===== src/hs_mon_pkg.sv =====
package hs_mon_pkg;

   // -----------------------------------------------------------------
   // Timing
   // -----------------------------------------------------------------
   localparam int unsigned CLK_HZ       = 25_000_000;
   localparam int unsigned WARN_DELAY_S = 10;
   localparam int unsigned WARN_CYC     = WARN_DELAY_S * CLK_HZ;
   localparam int unsigned CNT_W        = 28;

   // -----------------------------------------------------------------
   // Temperatures in tenths of a degree
   // -----------------------------------------------------------------
   localparam int unsigned TEMP_W    = 12;
   localparam int unsigned LIM_W     = 10;
   localparam logic [9:0]  LIM_MIN   = 10'h15E;
   localparam logic [9:0]  LIM_MAX   = 10'h28A;
   localparam logic [9:0]  LIM_RST   = 10'h1F4;
   localparam logic [13:0] BAND_5K   = 14'h0032;
   localparam logic [6:0]  RATIO_MAX = 7'h64;
   localparam logic [6:0]  RATIO_MIN = 7'h32;
   localparam int unsigned ZONES     = 32;
   localparam int unsigned ZIDX_W    = 5;

   // -----------------------------------------------------------------
   // Register offsets
   // -----------------------------------------------------------------
   localparam logic [7:0] OFS_LIMIT  = 8'h00;
   localparam logic [7:0] OFS_CH1    = 8'h04;
   localparam logic [7:0] OFS_CH2    = 8'h08;
   localparam logic [7:0] OFS_STATUS = 8'h0C;
   localparam logic [7:0] OFS_MON    = 8'h10;

   // -----------------------------------------------------------------
   // Channel configuration fields
   // -----------------------------------------------------------------
   localparam int unsigned CFG_W      = 14;
   localparam int unsigned CFG_L1_LSB = 0;
   localparam int unsigned CFG_L2_LSB = 2;
   localparam int unsigned CFG_SENS   = 4;
   localparam int unsigned CFG_RST    = 5;
   localparam int unsigned CFG_HS     = 6;
   localparam int unsigned CFG_SYS    = 7;
   localparam int unsigned CFG_CUR    = 8;
   localparam int unsigned CFG_LEAK   = 9;
   localparam int unsigned CFG_C1_LSB = 10;
   localparam int unsigned CFG_C2_LSB = 12;
   localparam logic [13:0] CH1_RST    = 14'h3C11;
   localparam logic [13:0] CH2_RST    = 14'h3D04;

   // -----------------------------------------------------------------
   // Status field positions
   // -----------------------------------------------------------------
   localparam int unsigned ST_RATIO_LSB = 12;
   localparam int unsigned ST_WARN      = 20;
   localparam int unsigned ST_ALARM     = 21;
   localparam int unsigned ST_CONT      = 22;
   localparam int unsigned ST_HS        = 23;
   localparam int unsigned MON_COL_LSB  = 2;
   localparam int unsigned MON_LEAK     = 6;
   localparam int unsigned MON_ZONE_LSB = 7;

   typedef enum logic [1:0] {
      LNK_OFF    = 2'b00,
      LNK_SINGLE = 2'b01,
      LNK_ALL    = 2'b10
   } link_mode_t;

   typedef enum logic [1:0] {
      COL_NONE   = 2'b00,
      COL_GREEN  = 2'b01,
      COL_ORANGE = 2'b10,
      COL_RED    = 2'b11
   } colour_t;

endpackage : hs_mon_pkg


===== src/heatsink_derate_monitor_signal.sv =====
// Implementation choices: the APB register port and the register offsets.
`timescale 1ns/10ps
module heatsink_derate_monitor_signal
#(
   parameter int unsigned WARN_CYCLES = hs_mon_pkg::WARN_CYC
)
(
   input  wire logic        pclk,
   input  wire logic        presetn,
   input  wire logic        ce,
   input  wire logic        psel,
   input  wire logic        penable,
   input  wire logic        pwrite,
   input  wire logic [7:0]  paddr,
   input  wire logic [31:0] pwdata,
   output logic [31:0]      prdata,
   output logic             pready,
   output logic             pslverr,
   input  wire logic [11:0] hs_temp,
   input  wire logic [31:0] zone_on,
   input  wire logic [31:0] zone_lim1,
   input  wire logic [31:0] zone_lim2,
   input  wire logic        sensor_err,
   input  wire logic        restart_evt,
   input  wire logic        system_err,
   input  wire logic        current_viol,
   input  wire logic        leak_det,
   input  wire logic [4:0]  leak_zone_in,
   output logic [6:0]       ratio_cap,
   output logic             warn_yellow,
   output logic             alarm_red,
   output logic             contactor_on,
   output logic             heatsink_evt,
   output logic             relay1,
   output logic             relay2,
   output logic [1:0]       colour1,
   output logic [1:0]       colour2,
   output logic             leak_flag,
   output logic [4:0]       leak_zone
);

   // ----------------------------------------------------------------
   // Input bundle and state
   // ----------------------------------------------------------------
   localparam int unsigned IN_W = 12 + 3 * 32 + 5 + 5;

   typedef struct packed {
      logic [11:0] temp;
      logic [31:0] on;
      logic [31:0] l1;
      logic [31:0] l2;
      logic        sens;
      logic        rst;
      logic        sys;
      logic        cur;
      logic        leak;
      logic [4:0]  lzone;
   } in_t;

   typedef struct packed {
      logic [IN_W-1:0]  s1;
      logic [IN_W-1:0]  s2;
      logic [IN_W-1:0]  s3;
      in_t              inp;
      logic [9:0]       limit;
      logic [1:0][13:0] cfg;
      logic [27:0]      warn_cnt;
      logic [27:0]      alarm_cnt;
      logic             warn;
      logic             alarm;
      logic [6:0]       ratio;
      logic             contactor;
      logic             hs_evt;
      logic             leak_lat;
      logic [4:0]       leak_zone;
      logic [1:0]       relay;
      logic [1:0][1:0]  colour;
      logic [31:0]      prdata;
      logic             pready;
      logic             pslverr;
   } state_t;

   state_t r;
   state_t nxt;

   // ----------------------------------------------------------------
   // Heat sink comparisons
   // ----------------------------------------------------------------
   logic [13:0] t_ext;
   logic [13:0] l_ext;
   logic [13:0] t_up;
   logic        near;
   logic        at_lim;
   logic        over_lim;
   logic        trip;
   logic [13:0] excess;
   logic [27:0] warn_last;

   assign t_ext     = {2'b00, r.inp.temp};
   assign l_ext     = {4'h0, r.limit};
   assign t_up      = t_ext + hs_mon_pkg::BAND_5K;
   assign near      = t_up >= l_ext;
   assign at_lim    = t_ext >= l_ext;
   assign over_lim  = t_ext > l_ext;
   assign trip      = t_ext >= l_ext + hs_mon_pkg::BAND_5K;
   assign excess    = t_up - l_ext;
   assign warn_last = 28'(WARN_CYCLES - 1);

   // ----------------------------------------------------------------
   // Monitoring channels
   // ----------------------------------------------------------------
   logic [1:0]      ch_act;
   logic [1:0][1:0] ch_col;
   logic            any1;
   logic            all1;
   logic            any2;
   logic            all2;

   assign any1 = |(r.inp.l1 & r.inp.on);
   assign all1 = (r.inp.on != 32'h0) &&
                 ((r.inp.l1 & r.inp.on) == r.inp.on);
   assign any2 = |(r.inp.l2 & r.inp.on);
   assign all2 = (r.inp.on != 32'h0) &&
                 ((r.inp.l2 & r.inp.on) == r.inp.on);

   genvar c;
   generate
      for (c = 0; c < 2; c++)
      begin : g_ch
         logic [13:0] cf;
         logic        l1_hit;
         logic        l2_hit;
         logic [1:0]  c1;
         logic [1:0]  c2;
         logic        red;
         logic        orange;
         logic        green;

         assign cf = r.cfg[c];
         assign c1 = cf[hs_mon_pkg::CFG_C1_LSB +: 2];
         assign c2 = cf[hs_mon_pkg::CFG_C2_LSB +: 2];

         always_comb
         begin
            case (cf[hs_mon_pkg::CFG_L1_LSB +: 2])
               hs_mon_pkg::LNK_SINGLE: l1_hit = any1;
               hs_mon_pkg::LNK_ALL:    l1_hit = all1;
               default:                l1_hit = 1'b0;
            endcase
            case (cf[hs_mon_pkg::CFG_L2_LSB +: 2])
               hs_mon_pkg::LNK_SINGLE: l2_hit = any2;
               hs_mon_pkg::LNK_ALL:    l2_hit = all2;
               default:                l2_hit = 1'b0;
            endcase
         end

         assign red = (cf[hs_mon_pkg::CFG_SENS] & r.inp.sens)
                    | (cf[hs_mon_pkg::CFG_SYS] & r.inp.sys)
                    | (cf[hs_mon_pkg::CFG_CUR] & r.inp.cur)
                    | (cf[hs_mon_pkg::CFG_LEAK] & r.leak_lat)
                    | (cf[hs_mon_pkg::CFG_HS] & r.hs_evt)
                    | (l1_hit & (c1 == hs_mon_pkg::COL_RED))
                    | (l2_hit & (c2 == hs_mon_pkg::COL_RED));
         assign orange = (cf[hs_mon_pkg::CFG_RST] & r.inp.rst)
                       | (l1_hit & (c1 == hs_mon_pkg::COL_ORANGE))
                       | (l2_hit & (c2 == hs_mon_pkg::COL_ORANGE));
         assign green = (l1_hit & (c1 == hs_mon_pkg::COL_GREEN))
                      | (l2_hit & (c2 == hs_mon_pkg::COL_GREEN));

         assign ch_act[c] = red | orange | green | l1_hit | l2_hit;
         assign ch_col[c] = red    ? hs_mon_pkg::COL_RED :
                            orange ? hs_mon_pkg::COL_ORANGE :
                            green  ? hs_mon_pkg::COL_GREEN :
                                     hs_mon_pkg::COL_NONE;
      end
   endgenerate

   // ----------------------------------------------------------------
   // Next state
   // ----------------------------------------------------------------
   logic        setup;
   logic        access;
   logic        mapped;
   logic [31:0] rd;

   assign setup  = psel & ~penable;
   assign access = psel & penable & r.pready;

   always_comb
   begin
      nxt = r;

      // Input synchroniser; a change counts when stages two and three agree
      nxt.s1 = {hs_temp, zone_on, zone_lim1, zone_lim2, sensor_err,
                restart_evt, system_err, current_viol, leak_det,
                leak_zone_in};
      nxt.s2 = r.s1;
      nxt.s3 = r.s2;
      if (r.s2 == r.s3)
      begin
         nxt.inp = in_t'(r.s3);
      end

      // Derating of all zone output ratios
      if (at_lim)
      begin
         nxt.ratio = hs_mon_pkg::RATIO_MIN;
      end
      else if (near)
      begin
         nxt.ratio = hs_mon_pkg::RATIO_MAX - excess[6:0];
      end
      else
      begin
         nxt.ratio = hs_mon_pkg::RATIO_MAX;
      end

      // Delayed warning and alarm indications
      if (!near)
      begin
         nxt.warn_cnt = 28'h0;
         nxt.warn     = 1'b0;
      end
      else if (r.warn_cnt == warn_last)
      begin
         nxt.warn = 1'b1;
      end
      else
      begin
         nxt.warn_cnt = r.warn_cnt + 28'h1;
      end
      if (!at_lim)
      begin
         nxt.alarm_cnt = 28'h0;
         nxt.alarm     = 1'b0;
      end
      else if (r.alarm_cnt == warn_last)
      begin
         nxt.alarm = 1'b1;
      end
      else
      begin
         nxt.alarm_cnt = r.alarm_cnt + 28'h1;
      end

      nxt.contactor = ~trip;
      nxt.hs_evt    = over_lim;

      // Leakage holds until reset
      if (r.inp.leak && !r.leak_lat)
      begin
         nxt.leak_lat  = 1'b1;
         nxt.leak_zone = r.inp.lzone;
      end

      nxt.relay  = ch_act;
      nxt.colour = ch_col;

      // Register access
      mapped = 1'b1;
      rd     = 32'h0;
      case (paddr)
         hs_mon_pkg::OFS_LIMIT:  rd[9:0] = r.limit;
         hs_mon_pkg::OFS_CH1:    rd[13:0] = r.cfg[0];
         hs_mon_pkg::OFS_CH2:    rd[13:0] = r.cfg[1];
         hs_mon_pkg::OFS_STATUS:
         begin
            rd[11:0] = r.inp.temp;
            rd[hs_mon_pkg::ST_RATIO_LSB +: 7] = r.ratio;
            rd[hs_mon_pkg::ST_WARN]  = r.warn;
            rd[hs_mon_pkg::ST_ALARM] = r.alarm;
            rd[hs_mon_pkg::ST_CONT]  = r.contactor;
            rd[hs_mon_pkg::ST_HS]    = r.hs_evt;
         end
         hs_mon_pkg::OFS_MON:
         begin
            rd[1:0] = r.relay;
            rd[hs_mon_pkg::MON_COL_LSB +: 4] = r.colour;
            rd[hs_mon_pkg::MON_LEAK] = r.leak_lat;
            rd[hs_mon_pkg::MON_ZONE_LSB +: 5] = r.leak_zone;
         end
         default: mapped = 1'b0;
      endcase

      nxt.pready  = setup;
      if (setup)
      begin
         nxt.prdata  = pwrite ? 32'h0 : rd;
         nxt.pslverr = ~mapped;
      end
      else
      begin
         nxt.prdata  = 32'h0;
         nxt.pslverr = 1'b0;
      end

      if (access && pwrite && mapped)
      begin
         case (paddr)
            hs_mon_pkg::OFS_LIMIT:
            begin
               if (pwdata[9:0] >= hs_mon_pkg::LIM_MIN &&
                   pwdata[9:0] <= hs_mon_pkg::LIM_MAX &&
                   pwdata[31:10] == 22'h0)
               begin
                  nxt.limit = pwdata[9:0];
               end
            end
            hs_mon_pkg::OFS_CH1: nxt.cfg[0] = pwdata[13:0];
            hs_mon_pkg::OFS_CH2: nxt.cfg[1] = pwdata[13:0];
            default: nxt.limit = r.limit;
         endcase
      end
   end

   // ----------------------------------------------------------------
   // State register
   // ----------------------------------------------------------------
   always_ff @(posedge pclk or negedge presetn)
   begin
      if (!presetn)
      begin
         r           <= '0;
         r.limit     <= hs_mon_pkg::LIM_RST;
         r.cfg[0]    <= hs_mon_pkg::CH1_RST;
         r.cfg[1]    <= hs_mon_pkg::CH2_RST;
         r.ratio     <= hs_mon_pkg::RATIO_MAX;
      end
      else if (ce)
      begin
         r <= nxt;
      end
   end

   // ----------------------------------------------------------------
   // Outputs
   // ----------------------------------------------------------------
   assign prdata       = r.prdata;
   assign pready       = r.pready;
   assign pslverr      = r.pslverr;
   assign ratio_cap    = r.ratio;
   assign warn_yellow  = r.warn;
   assign alarm_red    = r.alarm;
   assign contactor_on = r.contactor;
   assign heatsink_evt = r.hs_evt;
   assign relay1       = r.relay[0];
   assign relay2       = r.relay[1];
   assign colour1      = r.colour[0];
   assign colour2      = r.colour[1];
   assign leak_flag    = r.leak_lat;
   assign leak_zone    = r.leak_zone;

endmodule : heatsink_derate_monitor_signal


===== config.mk =====
export PLATFORM = sky130hd
export DESIGN_NAME = heatsink_derate_monitor_signal
export DESIGN_NICKNAME = d
export VERILOG_FILES = /design/src/hs_mon_pkg.sv /design/src/heatsink_derate_monitor_signal.sv
export SDC_FILE = /design/constraint.sdc
export NUM_CORES = 1
export LEC_CHECK = 0
export BUFFER_PORTS_ARGS = -buffer_cell sky130_fd_sc_hd__buf_2
export CELL_PAD_IN_SITES_DETAIL_PLACEMENT = 1
export CELL_PAD_IN_SITES_GLOBAL_PLACEMENT = 2
export CORE_MARGIN = 2
export CORE_UTILIZATION = 30
export DETAILED_ROUTE_END_ITERATION = 7
export PLACE_DENSITY_LB_ADDON = 0.1
export RECOVER_POWER = 50
export SLEW_MARGIN = 15
export SYNTH_ARGS = -nofsm -noshare
export SYNTH_HDL_FRONTEND = slang
export SYNTH_SLANG_ARGS = --single-unit

===== constraint.sdc =====
create_clock -name pclk -period 2.7 [get_ports pclk]
set_input_delay 0.54 -clock pclk [delete_from_list [all_inputs] [get_ports pclk]]
set_output_delay 0.54 -clock pclk [all_outputs]
set_load 0.05 [all_outputs]

==> results.cfg <==
[run_status]
status = complete, but fails checks
violations = capacitance limit, slew limit, setup timing

[sta]
clock_skew_ps = 25.8
hold_viol_final = 0
layout_setup_ws_ps = -314
timing.slew.headroom_pct = -55.0
period_share_pct = 112
finalMaxSlewViolations = 25
tightest_slew_ps = 2320
rsz0062_at_grt = yes
max_freq_ghz = 0.332
post-route-min-period_ps = 3010
final-setup-viol-count = 159

[yosys]
synthesis.area_um2 = 28000
yosys_warnings = 0
synth-async-reset-ratio_pct = 100
yosysTopAreaCell = dfrtp_1
yosysSeqAreaShare_pct = 55.0
synth.most_common_cell = dfrtp_1
ys_top_cells_by_area = dfrtp_1 (53%), mux2_2 (17%), xor2_1 (2.5%)
synth_edf_count = 0
ys.flop_type = dfrtp_1
syn_inst = 2289
synth.top_cell.area_share_pct = 53.0
synth_common_cells = dfrtp_1 (593), mux2_2 (431), inv_1 (143)
ys_types = 73
ys_ff_latch = 614
syn_area_per_cell_um2 = 12.2

[floorplan]
floorplan.initialDensity_pct = 30.1
core_area_um2 = 92900
die_h_um = 310
dieArea_um2 = 95800
die_w_um = 310
num_rows = 112
io_pins = 221

[clock_network]
cts_root_buffer = clkbuf_16
cts_max_level = 3
clock_sinks = 614
cts_buffers = 75
clkTransAtPathRegs_ps = 60
clk_latency_ps = 640
cts_buffer_depth = 3
cts_tree = done

[grt]
overflow = 0
grt_antenna_before_repair = 1
grt_max_degree = 124
track_usage_pct = 21.4
grt_pass1_wl_um = 150000
grt_pass1_vias = 22400

[worst_setup_path]
crit_fanout = 4
cp.required_ps = 3250
crit_arrival_ps = 3570
worst_setup_path_end_kind = flop
worstSetupPathType = flop to flop
start_kind = flop

[finish]
area_delta_synth_final_pct = 31.9
nNetsFinal = 3059
design_area_um2 = 36900
drive_gt1_share_pct = 44.0
nFillCells = 9961

[routing]
drtIter0Drc = 1049
ant_nets = 0
vias = 20200
viasPerCell = 4.87
drc = 0
dr.pass1.iters = 5
wire_per_inst_um = 24.4
wl_um = 101000

[power_and_ir_drop]
p_switching_w = 0.00660
ir_drop_mv = 0.383
switching_share_pct = 27.4
p_int_w = 0.0175
p_clk_share_pct = 41.0
comb_power_share_pct = 14.3
powerDensity_nw_per_um2 = 653
finalPower_w = 0.0241
leakagePower_nw = 17.0
p_seq_share_pct = 44.7

[worst_hold_path]
hp-class = input port to flop

[placed_design]
place_area_um2 = 32800
gp_congestion = 0.860
io_buffers = 211
hpwl_um = 77000

[job]
cap_viol_max_count = 1
==> per-stage QoR <==
stage	setup TNS, ps	worst slack (ps)	cells	utilization [%]	hold WS [ps]
final	-22940	-314	4151	39.8	129
after global routing	-104340	-460	4150	39.8	99.6
after CTS	-17920	-381	4136	39.4	80.1
after detailed placement	-56670	-589	3962	35.3	452
after global placement	-55290	-475	3962	35.3	453
after floorplan	-102	-51.1	2297	-	244
==> critical path, stage by stage (launching register included) <==
cell	delay, ps
dfrtp_2	440
ha_4	190
a211o_1	270
nand2_1	90
xnor2_1	120
ha_1	270
nor2b_4	140
o21a_1	170
o21ai_2	150
and4_1	200
o31a_1	140
buf_6	140
o2111ai_4	130
or3_4	360
a21oi_2	140
==> routing by layer <==
layer | share of wire, % | global-route usage (%) | wire (um) | vias to the layer above
li1 | - | - | - | 9249
met1 | 41 | 25.3 | 41200 | 10500
met2 | 52 | 38.0 | 52200 | 344
met3 | 2.9 | 3.20 | 2970 | 158
met4 | 4.9 | 10.2 | 4920 | 0
met5 | 0 | 0 | 0 | -
==> path summary, 6_finish.rpt <==
kind / startpoint / end / slack, ps / depth (start not counted)
worst max-delay path: r[259]$_DFFE_PN0P_ / r[108]$_DFFE_PN0P_ / -310 / 14
worst min-delay path: hs_temp[6] / nxt[499]$_DFFE_PN0P_ / 130 / 2
worst max register to register: r[259]$_DFFE_PN0P_ / r[108]$_DFFE_PN0P_ / -310 / 14
worst min register to register: nxt[456]$_DFFE_PN0P_ / nxt[338]$_DFFE_PN0P_ / 480 / 2
max in group asynchronous: presetn / g_ch[0].cf[13]$_DFFE_PN1P_ / 0 / 4
min in group asynchronous: presetn / nxt[385]$_DFFE_PN0P_ / 1160 / 2
==> cell families (layout without fill, tap and decap cells) <==
| group | count (synthesis) | in the layout | share of synthesized area [%] |
|---|---|---|---|
| DFF | 614 | 614 | 55.0 |
| other | 1 | 10 | 0.0134 |
| adders and majority gates | 53 | 53 | 2.42 |
| and+or+nand+nor | 422 | 422 | 7.76 |
| xor gates and xnor gates | 130 | 130 | 4.07 |
| muxes | 453 | 453 | 18.1 |
| buffers and inverters | 283 | 882 | 4.51 |
| AOI/OAI and AO/OA | 333 | 333 | 8.15 |
==> final cells by class <==
class | count | area [um2] | share of cell area (%)
inverters | 144 | 541 | 1.46
well taps | 1254 | 1570 | 4.25
repair buffers | 607 | 4690 | 12.7
multi-input cells | 1400 | 12400 | 33.5
clock inverters | 20 | 216 | 0.586
flip-flops and latches | 614 | 15400 | 41.7
clock buffers | 111 | 2160 | 5.84
diodes | 1 | 2.50 | 0.00677
==> timing repair <==
action	4_1_cts	5_1_grt
buffers inserted	30	21
gates cloned	12	3
setup endpoints to repair	160	188
hold buffers	1	0
pin swaps	21	46
gates resized for setup	202	94
endpoints found under the hold margin	22	0
==> power by group through the flow <==
stage	clock network [W]	logic (W)	registers, W
floorplan	0	0.00148	0.0107
global placement	0	0.00332	0.0109
detailed placement	0	0.00337	0.0109
CTS	0.0103	0.00348	0.0108
global route	0.0106	0.00374	0.0109
finish	0.00990	0.00345	0.0108
==> layout by cell type (no fill, tap or decap), types with 8 or more instances in the layout <==
master	Yosys	routed
dfrtp_2	0	12
mux2i_1	22	21
nand2b_1	14	14
a222oi_1	12	12
buf_12	0	31
buf_4	48	321
mux2_2	431	323
dfrtp_1	593	581
ha_1	51	48
xnor2_1	50	49
buf_8	0	13
clkbuf_1	66	30
buf_2	17	209
a21oi_1	26	16
o22ai_1	46	40
a221oi_2	0	8
nand2_1	131	129
o2bb2ai_1	23	22
nor2_1	79	76
conb_1	1	9
dfstp_2	21	21
nand4_1	50	50
o21ai_0	98	94
nor4_1	34	22
inv_1	143	130
buf_6	0	18
mux2_4	0	108
and3_1	15	15
nand3_1	27	24
a21o_1	12	12
a22oi_1	40	38
a22o_1	12	12
xor2_1	80	77
clkbuf_16	0	80
nor3_1	15	11
a221oi_1	20	11
nor4_2	0	9
inv_2	1	14
clkinv_2	0	11
clkbuf_8	0	8
==> flip-flops by register name (all words and copies together), names as in the netlist, 2 cells and up <==
signal / flops
r: 292
nxt: 236
g_ch.cf: 28
prdata: 23
l_ext: 10
ratio_cap: 7
leak_zone: 5
colour1: 2
colour2: 2
Power figures use the tool's default switching activity.
